$ cat config.mk
export PLATFORM = sky130hd
export DESIGN_NAME = ectmr_top
export DESIGN_NICKNAME = d
export VERILOG_FILES = /design/src/inc/ectmr_pkg.sv /design/src/inc/ectmr_edge_if.sv /design/src/logic/ectmr_edge_det.sv /design/src/logic/ectmr_top.sv
export SDC_FILE = /design/constraint.sdc
export NUM_CORES = 1
export LEC_CHECK = 0
export BUFFER_PORTS_ARGS = -buffer_cell sky130_fd_sc_hd__buf_2
export CORE_ASPECT_RATIO = 1.1
export CORE_MARGIN = 5
export CORE_UTILIZATION = 25
export CTS_BUF_LIST = sky130_fd_sc_hd__clkbuf_8
export DETAILED_ROUTE_END_ITERATION = 12
export GPL_TIMING_DRIVEN = 1
export SLEW_MARGIN = 20
export SYNTH_ARGS = -nofsm -noshare
export SYNTH_HDL_FRONTEND = slang
export SYNTH_HIERARCHICAL = 1
export SYNTH_SLANG_ARGS = --single-unit
$ cat constraint.sdc
create_clock -name ref_clk_i -period 4.1 [get_ports ref_clk_i]
set_clock_uncertainty 0.05 [all_clocks]
set_input_delay 0 -clock ref_clk_i [delete_from_list [all_inputs] [get_ports ref_clk_i]]
set_output_delay 0 -clock ref_clk_i [all_outputs]
set_load 0.1 [all_outputs]
$ cat src/inc/ectmr_pkg.sv
package ectmr_pkg;
  // Datapath sizes
  localparam int unsigned CNT_W_DEF = 16;
  localparam int unsigned DIV_W     = 4;

  // Register byte offsets
  localparam logic [7:0] OFS_MODE = 8'h00;
  localparam logic [7:0] OFS_CCR  = 8'h04;
  localparam logic [7:0] OFS_PRE  = 8'h08;
  localparam logic [7:0] OFS_OCTL = 8'h0C;
  localparam logic [7:0] OFS_CNT  = 8'h10;
  localparam logic [7:0] OFS_REGA = 8'h14;
  localparam logic [7:0] OFS_REGB = 8'h18;
  localparam logic [7:0] OFS_STAT = 8'h1C;
  localparam logic [7:0] OFS_MASK = 8'h20;

  // Field positions
  localparam int unsigned MODE_OINV = 1;
  localparam int unsigned MODE_OPM  = 2;
  localparam int unsigned CCR_ACAP  = 0;
  localparam int unsigned CCR_REV   = 1;
  localparam int unsigned CCR_BCAP  = 2;
  localparam int unsigned PRE_CKS   = 0;
  localparam int unsigned PRE_ESA   = 3;
  localparam int unsigned PRE_ESB   = 5;
  localparam int unsigned OCTL_OEN  = 0;
  localparam int unsigned IRQ_A     = 0;
  localparam int unsigned IRQ_B     = 1;

  // Encodings
  localparam logic [1:0] OPM_EDGE_CLR = 2'b10;
  localparam logic [1:0] EDGE_FALL    = 2'b00;
  localparam logic [1:0] EDGE_RISE    = 2'b01;
  localparam logic [1:0] EDGE_BOTH    = 2'b11;
  localparam logic [1:0] CKS_DIV1     = 2'b00;
  localparam logic [1:0] CKS_DIV4     = 2'b01;
  localparam logic [1:0] CKS_DIV16    = 2'b10;

  // Reset values
  localparam logic [7:0]  REG_RST  = 8'h00;
  localparam logic [31:0] WORD_RST = 32'h0000_0000;
endpackage : ectmr_pkg

$ cat src/inc/ectmr_edge_if.sv
`timescale 1ns/10ps
interface ectmr_edge_if;
  logic rise;
  logic fall;
  modport det (output rise, output fall);
  modport usr (input rise, input fall);
endinterface : ectmr_edge_if

$ cat src/logic/ectmr_edge_det.sv
`timescale 1ns/10ps
module ectmr_edge_det
  import ectmr_pkg::*;
(
  // Clock and reset
  input  wire logic ref_clk_i,
  input  wire logic rst_i,
  // Pin and edge events
  input  wire logic pin_i,
  ectmr_edge_if.det ev
);
  typedef struct packed {
    logic sync1;
    logic sync2;
    logic smp;
    logic flt;
    logic rise;
    logic fall;
  } ectmr_det_st_t;

  ectmr_det_st_t st_ff;
  ectmr_det_st_t nxt_st;

  // Sync, two-sample filter, edge pulses
  always_comb begin
    nxt_st       = st_ff;
    nxt_st.sync1 = pin_i;
    nxt_st.sync2 = st_ff.sync1;
    nxt_st.smp   = st_ff.sync2;
    nxt_st.rise  = 1'b0;
    nxt_st.fall  = 1'b0;
    if (st_ff.sync2 == st_ff.smp && st_ff.sync2 != st_ff.flt) begin // [RULE18]
      nxt_st.flt  = st_ff.sync2;
      nxt_st.rise = st_ff.sync2;
      nxt_st.fall = ~st_ff.sync2;
    end
  end

  // State register
  always_ff @(posedge ref_clk_i) begin
    if (rst_i) begin
      st_ff <= '0;
    end else begin
      st_ff <= nxt_st;
    end
  end

  assign ev.rise = st_ff.rise;
  assign ev.fall = st_ff.fall;
endmodule : ectmr_edge_det

$ cat src/logic/ectmr_top.sv
// Design decisions made here: the register offsets and the AHB-Lite slave port.
`timescale 1ns/10ps
// Behaviour
// [RULE1]: Output toggles on compare match; also on input A valid edge when selected.
// [RULE2]: Register B in capture mode loads count on input A edge; counter clears.
// [RULE3]: Each capture into register B raises interrupt B.
// [RULE4]: Register A compare match raises interrupt A; counter keeps running.
// [RULE5]: Register B compare match raises interrupt B; counter keeps running.
// [RULE6]: Reverse-phase select captures A on opposite input A edge, no interrupt A.
// [RULE7]: With reverse phase, input B valid edge raises interrupt A, no capture.
// [RULE8]: Software leaves the output pin unused when input B edges are used.
// [RULE9]: Register A capture trigger is input A reverse phase or input B edge.
// [RULE10]: Register B captures only from input A valid edges.
// [RULE11]: Counter readable by software at any time.
// [RULE12]: Rising valid plus reverse phase: clear on rise, capture A on fall.
// [RULE13]: Both edges valid on input A: each edge captures B and clears.
// [RULE14]: Both edges on input B capture into A without any clearing edge.
// [RULE15]: Software reads both capture registers right after interrupt B.
// [RULE16]: Mode bits 10 select edge clear-and-start; counter counts on count clock.
// [RULE17]: Without a clearing edge the counter wraps past maximum and continues.
// [RULE18]: Trigger edges are accepted only after two equal consecutive samples.
// [RULE19]: Software never selects the input A edge as count clock here.
module ectmr_top
  import ectmr_pkg::*;
#(
  parameter int unsigned CNT_W = CNT_W_DEF
) (
  // Clock and reset
  input  wire logic        ref_clk_i,
  input  wire logic        rst_i,
  // AHB-Lite slave
  input  wire logic        hsel_i,
  input  wire logic [31:0] haddr_i,
  input  wire logic [1:0]  htrans_i,
  input  wire logic        hwrite_i,
  input  wire logic [2:0]  hsize_i,
  input  wire logic [31:0] hwdata_i,
  input  wire logic        hready_i,
  output logic      [31:0] hrdata_o,
  output logic             hreadyout_o,
  output logic             hresp_o,
  // Trigger inputs and timer output
  input  wire logic        trigger_input_a_i,
  input  wire logic        trigger_input_b_i,
  output logic             timer_output_pin_o,
  // Interrupt
  output logic             irq_o
);
  typedef struct packed {
    logic [7:0]       mode;
    logic [7:0]       ccr;
    logic [7:0]       pre;
    logic [7:0]       octl;
    logic [CNT_W-1:0] cnt;
    logic [CNT_W-1:0] rega;
    logic [CNT_W-1:0] regb;
    logic [1:0]       stat;
    logic [1:0]       mask;
    logic             tout;
    logic [DIV_W-1:0] div;
    logic             wr_pend;
    logic [7:0]       wr_addr;
    logic [31:0]      rdata;
  } ectmr_top_st_t;

  ectmr_top_st_t st_ff;
  ectmr_top_st_t nxt_st;

  ectmr_edge_if ev_a ();
  ectmr_edge_if ev_b ();

  logic       active;
  logic       a_valid;
  logic       a_opp;
  logic       b_valid;
  logic       tick;
  logic       a_cap;
  logic       b_cap;
  logic       rev;
  logic       cmp_a;
  logic       cmp_b;
  logic       cap_b;
  logic       cap_a_rev;
  logic       cap_a_b;
  logic       b_irq_only;
  logic       edge_tog;
  logic       toggle;
  logic [1:0] set_irq;
  logic       acc;

  // Pick the edges that count for a given select
  function automatic logic ectmr_sel_edge(input logic [1:0] sel, input logic r, input logic f);
    logic hit;
    hit = 1'b0;
    case (sel)
      EDGE_RISE: hit = r;
      EDGE_FALL: hit = f;
      EDGE_BOTH: hit = r | f;
      default:   hit = 1'b0;
    endcase
    return hit;
  endfunction : ectmr_sel_edge

  // Edge detectors for both trigger inputs
  ectmr_edge_det u_det_a (
    .ref_clk_i (ref_clk_i),
    .rst_i     (rst_i),
    .pin_i     (trigger_input_a_i),
    .ev        (ev_a)
  );

  ectmr_edge_det u_det_b (
    .ref_clk_i (ref_clk_i),
    .rst_i     (rst_i),
    .pin_i     (trigger_input_b_i),
    .ev        (ev_b)
  );

  // Mode and valid-edge decode
  assign active  = st_ff.mode[MODE_OPM +: 2] == OPM_EDGE_CLR; // [RULE16]
  assign a_cap   = st_ff.ccr[CCR_ACAP];
  assign b_cap   = st_ff.ccr[CCR_BCAP];
  assign rev     = st_ff.ccr[CCR_REV];
  assign a_valid = ectmr_sel_edge(st_ff.pre[PRE_ESA +: 2], ev_a.rise, ev_a.fall);
  assign b_valid = ectmr_sel_edge(st_ff.pre[PRE_ESB +: 2], ev_b.rise, ev_b.fall);

  // Opposite phase of the input A valid edge
  always_comb begin
    case (st_ff.pre[PRE_ESA +: 2])
      EDGE_RISE: a_opp = ev_a.fall; // [RULE12]
      EDGE_FALL: a_opp = ev_a.rise;
      default:   a_opp = 1'b0;
    endcase
  end

  // Count clock enable from the prescaler
  always_comb begin
    case (st_ff.pre[PRE_CKS +: 2])
      CKS_DIV1:  tick = 1'b1;
      CKS_DIV4:  tick = &st_ff.div[1:0];
      CKS_DIV16: tick = &st_ff.div;
      default:   tick = a_valid;
    endcase
  end

  // Compare, capture and interrupt events
  assign cmp_a      = active & ~a_cap & tick & (st_ff.cnt == st_ff.rega); // [RULE4]
  assign cmp_b      = active & ~b_cap & tick & (st_ff.cnt == st_ff.regb); // [RULE5]
  assign cap_b      = active & b_cap & a_valid; // [RULE10]
  assign cap_a_rev  = active & a_cap & rev & a_opp; // [RULE9]
  assign cap_a_b    = active & a_cap & ~rev & b_valid; // [RULE14]
  assign b_irq_only = active & a_cap & rev & b_valid; // [RULE7]
  assign set_irq[IRQ_A] = cmp_a | cap_a_b | b_irq_only; // [RULE6]
  assign set_irq[IRQ_B] = cmp_b | cap_b; // [RULE3]
  assign edge_tog   = st_ff.mode[MODE_OINV] & active & a_valid;
  assign toggle     = st_ff.octl[OCTL_OEN] & (cmp_a | cmp_b | edge_tog); // [RULE1]
  assign acc        = hsel_i & hready_i & htrans_i[1];

  // Next state: bus first, then hardware events
  always_comb begin
    nxt_st         = st_ff;
    nxt_st.div     = st_ff.div + 1'b1;
    nxt_st.wr_pend = acc & hwrite_i;
    nxt_st.wr_addr = acc ? haddr_i[7:0] : st_ff.wr_addr;
    // Read data sampled at the address phase
    if (acc && !hwrite_i) begin
      case (haddr_i[7:0])
        OFS_MODE: nxt_st.rdata = {24'h00_0000, st_ff.mode};
        OFS_CCR:  nxt_st.rdata = {24'h00_0000, st_ff.ccr};
        OFS_PRE:  nxt_st.rdata = {24'h00_0000, st_ff.pre};
        OFS_OCTL: nxt_st.rdata = {24'h00_0000, st_ff.octl};
        OFS_CNT:  nxt_st.rdata = 32'(st_ff.cnt); // [RULE11]
        OFS_REGA: nxt_st.rdata = 32'(st_ff.rega);
        OFS_REGB: nxt_st.rdata = 32'(st_ff.regb);
        OFS_STAT: nxt_st.rdata = 32'(st_ff.stat);
        OFS_MASK: nxt_st.rdata = 32'(st_ff.mask);
        default:  nxt_st.rdata = WORD_RST;
      endcase
    end
    // Write data phase
    if (st_ff.wr_pend) begin
      case (st_ff.wr_addr)
        OFS_MODE: nxt_st.mode = hwdata_i[7:0];
        OFS_CCR:  nxt_st.ccr  = hwdata_i[7:0];
        OFS_PRE:  nxt_st.pre  = hwdata_i[7:0];
        OFS_OCTL: nxt_st.octl = hwdata_i[7:0];
        OFS_REGA: nxt_st.rega = hwdata_i[CNT_W-1:0];
        OFS_REGB: nxt_st.regb = hwdata_i[CNT_W-1:0];
        OFS_STAT: nxt_st.stat = st_ff.stat & ~hwdata_i[1:0];
        OFS_MASK: nxt_st.mask = hwdata_i[1:0];
        default:  nxt_st.mask = st_ff.mask;
      endcase
    end
    // Counter: held at zero outside the mode, clear on valid edge, else count and wrap
    if (!active) begin
      nxt_st.cnt = '0;
    end else if (a_valid) begin
      nxt_st.cnt = '0; // [RULE2] [RULE13]
    end else if (tick) begin
      nxt_st.cnt = st_ff.cnt + 1'b1; // [RULE17]
    end
    // Captures win over a software write in the same cycle
    if (cap_b) begin
      nxt_st.regb = st_ff.cnt; // [RULE2]
    end
    if (cap_a_rev || cap_a_b) begin
      nxt_st.rega = st_ff.cnt; // [RULE9]
    end
    // Sticky status, set beats clear
    nxt_st.stat = nxt_st.stat | set_irq;
    if (toggle) begin
      nxt_st.tout = ~st_ff.tout; // [RULE1]
    end
  end

  // State register
  always_ff @(posedge ref_clk_i) begin
    if (rst_i) begin
      st_ff      <= '0;
      st_ff.mode <= REG_RST;
      st_ff.pre  <= REG_RST;
    end else begin
      st_ff <= nxt_st;
    end
  end

  // Outputs
  assign hrdata_o           = st_ff.rdata;
  assign hreadyout_o        = 1'b1;
  assign hresp_o            = 1'b0;
  assign timer_output_pin_o = st_ff.tout;
  assign irq_o              = |(st_ff.stat & st_ff.mask);
endmodule : ectmr_top

### Yosys cells after proc, flatten, opt, wreduce, memory -nomap -nowiden

Cells that the tools add are included.

* flip-flop bits (word level): 142
* input bits: 76
* output and inout port bits: 36
* logic and storage cells: 135

* $add $sub $neg: 2
* eq/ne operators: 28
* muxes and demuxes: 12
* bitwise gates (word level): 40
* reductions and logical operators: 27

Operators with widths (number)
* one-hot mux 16 bit (9 select lines): 1
* 2-to-1 mux 16 bit: 4
* == test 8 x 5 -> 1 bit (second input constant): 7
* 2-to-1 mux 36 bit: 1
* == test 16 bit: 2
* == test 8 x 4 -> 1 bit (second input constant): 4
* AND 1 bit: 20
* adder 16 x 1 -> 16 bit (second input constant): 1
* == test 8 x 3 -> 1 bit (second input constant): 2
* == test 8 x 6 -> 1 bit (second input constant): 2
* logical NOT 8 bit: 2
* AND reduction 2 bit: 8
* NOT 1 bit: 9
* one-hot mux 1 bit (3 select lines): 3
* == test 2 bit (second input constant): 4
* nonzero test 2 bit: 4
* bitwise OR 1 bit: 7
* == test 2 x 1 -> 1 bit (second input constant): 3
* logical NOT 2 bit: 3
* OR reduction 2 bit: 3
* adder 4 x 1 -> 4 bit (second input constant): 1
* AND 2 bit: 2
* 2-to-1 mux 2 bit: 2
* AND reduction 4 bit: 1
* other kinds (9): 13

### Depth between registers and ports, before layout

* depth after elaboration: 8
* gate-level depth with buffers: 8
* depth with buffers taken out: 7

### Modules after synthesis

Netlist, hierarchy kept.

By module, submodules not included
* ectmr_top: instances 1, cells an instance 738, area each 6063.3 um2, seq. area each 2282.2 um2
* ectmr_edge_det: instances 2, cells an instance 14, area each 177.7 um2, seq. area each 120.1 um2

### Worst setup path after synthesis

OpenSTA, ideal clock, no wires.

* kind: register to register
* from: reg st_ff[41] (netlist bit)
* to: reg st_ff, in the netlist timer_output_pin_o
* library setup time: 134 ps
* data arrival time: 1843 ps
* data required time: 3916 ps
* path slack: 2073 ps
* stages on the path, launching flop included: 8
* buffers on the path: 0
* clock period less this slack: 2027 ps
* path through: dfxtp_1 -> ha_1 -> and4b_1 -> nor3_2 -> nand2_4 -> nand4_2 -> a21boi_0 -> or4_1

* word-level cells in the longest chain between the ends: 7
* elaborated cells on any way between the ends: 10
* classes of those cells: 1 x mux; 7 x bitwise; 2 x reduce/logical

RTL lines
* from (decl): line ectmr_top.sv:66 `ectmr_top_st_t st_ff;`
* from (signal assigned): line ectmr_top.sv:223 `st_ff <= nxt_st;`
* AND reduction 4 bit or AND reduction 2 bit (tied branches): line ectmr_top.sv:141, ectmr_top.sv:140
* one-hot mux 1 bit (3 select lines) (*): line ectmr_top.sv:138 `case (st_ff.pre[PRE_CKS +: 2])`
* AND 1 bit (on tied branches) (2 in a row): line ectmr_top.sv:147, ectmr_top.sv:148
* bitwise OR 1 bit (*) (2 in a row): line ectmr_top.sv:156 `assign toggle = st_ff.octl[OCTL_OEN] & (cmp_a | cmp_b | edge_tog);`
* AND 1 bit (*): line ectmr_top.sv:156

Mark *: on every way between the ends. The rest lies on a longest branch, timed or not.
A chain may end at the register's enable or synchronous reset.

### Worst setup path in the final report

* from: reg st_ff[86] (netlist bit)
* to: reg st_ff, in the netlist timer_output_pin_o

* word-level cells in the longest chain between the ends: 5
* elaborated cells on any way between the ends: 7
* classes of those cells: 2 x eq/ne; 5 x bitwise

RTL lines (line)
* == test 16 bit (on tied branches): ectmr_top.sv:147, ectmr_top.sv:148
* AND 1 bit (on tied branches): ectmr_top.sv:147, ectmr_top.sv:148
* bitwise OR 1 bit (*) (2 in a row): ectmr_top.sv:156
* AND 1 bit (*): ectmr_top.sv:156

Marks and branches as above.

==> flow_summary.yaml <==
synth:
  yosysUniqueCellTypes: 62
  yosysMostFrequentCell: "nor2_1"
  synthCells: 766
  syn_avg_cell_area_um2: 8.38
  synthArstFlopShare: 0
  yosys-top-cells-area: "dfxtp_1 39%, nor2_1 7.5%, mux2i_1 6.1%"
  netlist.top_cell.by_area: "dfxtp_1"
  ys_seq_area_frac: 0.393
  synth_edf_count: 0
  syn_area_um2: 6420
  ys_warn_count: 6
  synthTopCellsByCount: "128 x nor2_1, 126 x dfxtp_1, 54 x nand2_1"
  ys_ff_latch: 126
  synth.top_cell.area_share: 0.393
  ys.flop_type: "dfxtp_1"
grt:
  grt_pass1_vias: 5138
  grt_pass1_wl_um: 28500
  gr-total-overflow: 0
  grt_max_degree: 61
  grtUsageTotal: 0.125
  grt_antenna_before_repair: 0
place:
  globalplace.congestion: 0.822
  dpl-instance-area_um2: 6750
  dpl.cell_count: 1092
  hpwl_um: 12500
  place_ws_ps: 1760
  port_buffers: 49
layout:
  final_area_um2: 7490
  utilization: 0.297
  nFillCells: 2666
  area.sequential_um2: 2520
  area_delta_synth_final_pct: 16.7
  drive_gt1_frac: 0.137
  fin_nets: 870
  final_cells: 1151
  diodes: 0
  multiInputGateArea_um2: 3460
sta:
  finalHoldViolations: 0
  fmaxAchievable_ghz: 0.416
  setup_viol: 0
  worst_slew_pin_slew_ps: 760
  rsz0062_at_grt: "no"
  slew_viol_final: 0
  setup_tns_ps: 0
  setup_ws_ps: 1700
  whs_ps: 26.7
  relSlewSlack: 0.492
  period_share: 0.586
  final.min_clock_period_ps: 2400
pwr:
  seqPwrFrac: 0.450
  power.total_mw: 2.77
  p_comb_frac: 0.085
  sw_frac_of_total: 0.270
  internal_power_mw: 2.02
  pwr-share-clk: 0.465
  p_sw_mw: 0.747
  powerDensity_nw_per_um2: 370
  leakagePower_nw: 2.70
  vdd_drop_max_mv: 0.167
floorplanning:
  die_height_um: 178
  std_cell_rows: 61
  start_util: 0.254
  pin_count: 112
  core_region_area_um2: 25300
  die_area_um2: 29000
  die_w_um: 163
routing:
  firstDrtPassIters: 6
  via_per_inst: 4.76
  wl_per_cell_um: 15.8
  num_vias: 5479
  drc: 0
  drt_wl_total_um: 18100
  postRouteAntennaNets: 0
  drtIter0Drc: 454
worst_setup_path:
  crit_path_end_kind: "flop"
  timing.critical_path.buf_inv: 0
  cp-start-kind: "flop"
  critPathKind: "reg2reg"
  critical_path.max_stage_delay_ps: 570
  crit_fanout: 8
  cp_top_family: "simple AND/OR/NAND/NOR gates"
  cp.required_ps: 4380
  arrival_ps: 2680
  r2r_setup_slack_ps: 1700
  crit_path_top_delay_cell: "dfxtp_1"
  path_cells: "xor2_1 -> nor4_1 -> nand4_1 -> and4_1 -> or4_1"
clock_tree:
  numCtsBuffers: 17
  cts_tree: "yes"
  insertion_delay_ps: 460
  cts_resized: 0
  cts.htree.levels: 4
  clkSinkCount: 126
  cts-root-buf: "clkbuf_8"
  clockBufferDepth: 2
  post_cts_buffers: 0
  cts.reportedPaths.clkPinSlew_ps: 80
min_path:
  hold_class: "in2reg"
job:
  cap_viol_max_count: 0
status:
  status: "completed"
==> power by group through the flow <==
stage | Sequential [mW] | Combinational [mW] | Clock [mW]
final | 1.25 | 0.236 | 1.29
after global routing | 1.25 | 0.249 | 1.37
after floorplan | 1.27 | 0.182 | 0
after detailed placement | 1.27 | 0.215 | 0
after global placement | 1.27 | 0.215 | 0
after CTS | 1.25 | 0.236 | 1.32
==> cells in the final DEF (no fill, tap or decap), drive strengths merged, types with 8 or more instances in the layout <==
cell type / instances
a211oi: 28
a21oi: 36
a222oi: 8
a22oi: 14
a311oi: 16
and3: 8
buf: 59
clkbuf: 17
conb: 18
dfxtp: 126
dlygate4sd3: 27
inv: 8
mux2i: 39
nand2: 55
nand2b: 19
nand3: 33
nand4: 13
nor2: 130
nor2b: 14
nor3: 12
o21ai: 9
xnor2: 36
xor2: 12
==> metal layers <==
| layer | vias to the layer above | global-route usage | wire, um | part of all wire |
|---|---|---|---|---|
| met5 | - | 0 | 0 | 0 |
| met4 | 0 | 0.0391 | 283 | 0.016 |
| met3 | 22 | 0.0294 | 1290 | 0.071 |
| met2 | 174 | 0.205 | 8400 | 0.46 |
| met1 | 2595 | 0.164 | 8150 | 0.45 |
| li1 | 2688 | - | - | - |
==> worst paths after layout <==
kind                                         from                  to  cells after the start
worst min register to register  u_det_a/nxt_st[4]   u_det_a/nxt_st[3]                      1
worst max register to register          st_ff[86]  timer_output_pin_o                      5
worst max-delay path                    st_ff[86]  timer_output_pin_o                      5
worst min-delay path                        rst_i          st_ff[125]                      2
==> what timing repair did <==
item	CTS	global route
hold endpoints to repair	79	0
setup endpoints to repair	0	0
hold buffers	27	0
==> kinds of logic after synthesis <==
kind of cell | count (synthesis) | synth area share
and+or+nand+nor | 311 | 0.237
buffers and inverters | 100 | 0.0799
muxes | 43 | 0.0713
adders and majority gates | 2 | 0.00390
other | 2 | 0.00117
AOI/OAI and AO/OA | 134 | 0.149
DFF | 126 | 0.393
xor gates and xnor gates | 48 | 0.0655
==> flip-flops by register name, summed over array words and instances, names as in the netlist, 2 cells and up <==
| name | flops |
|---|---|
| st_ff | 94 |
| u_det_b/st_ff | 2 |
| hrdata_o | 16 |
| u_det_b/nxt_st | 2 |
| u_det_a/nxt_st | 2 |
| u_det_a/st_ff | 2 |
==> cell type report <==
cell class / count / area share
Clock buffer: 17 / 0.0312
Clock inverter: 15 / 0.0314
Inverter: 5 / 0.00250
Multi-Input combinational cell: 556 / 0.461
Sequential cell: 126 / 0.337
Tap cell: 346 / 0.0578
Timing Repair Buffer: 86 / 0.0791
Note: power is estimated with default switching activity, not from simulation.
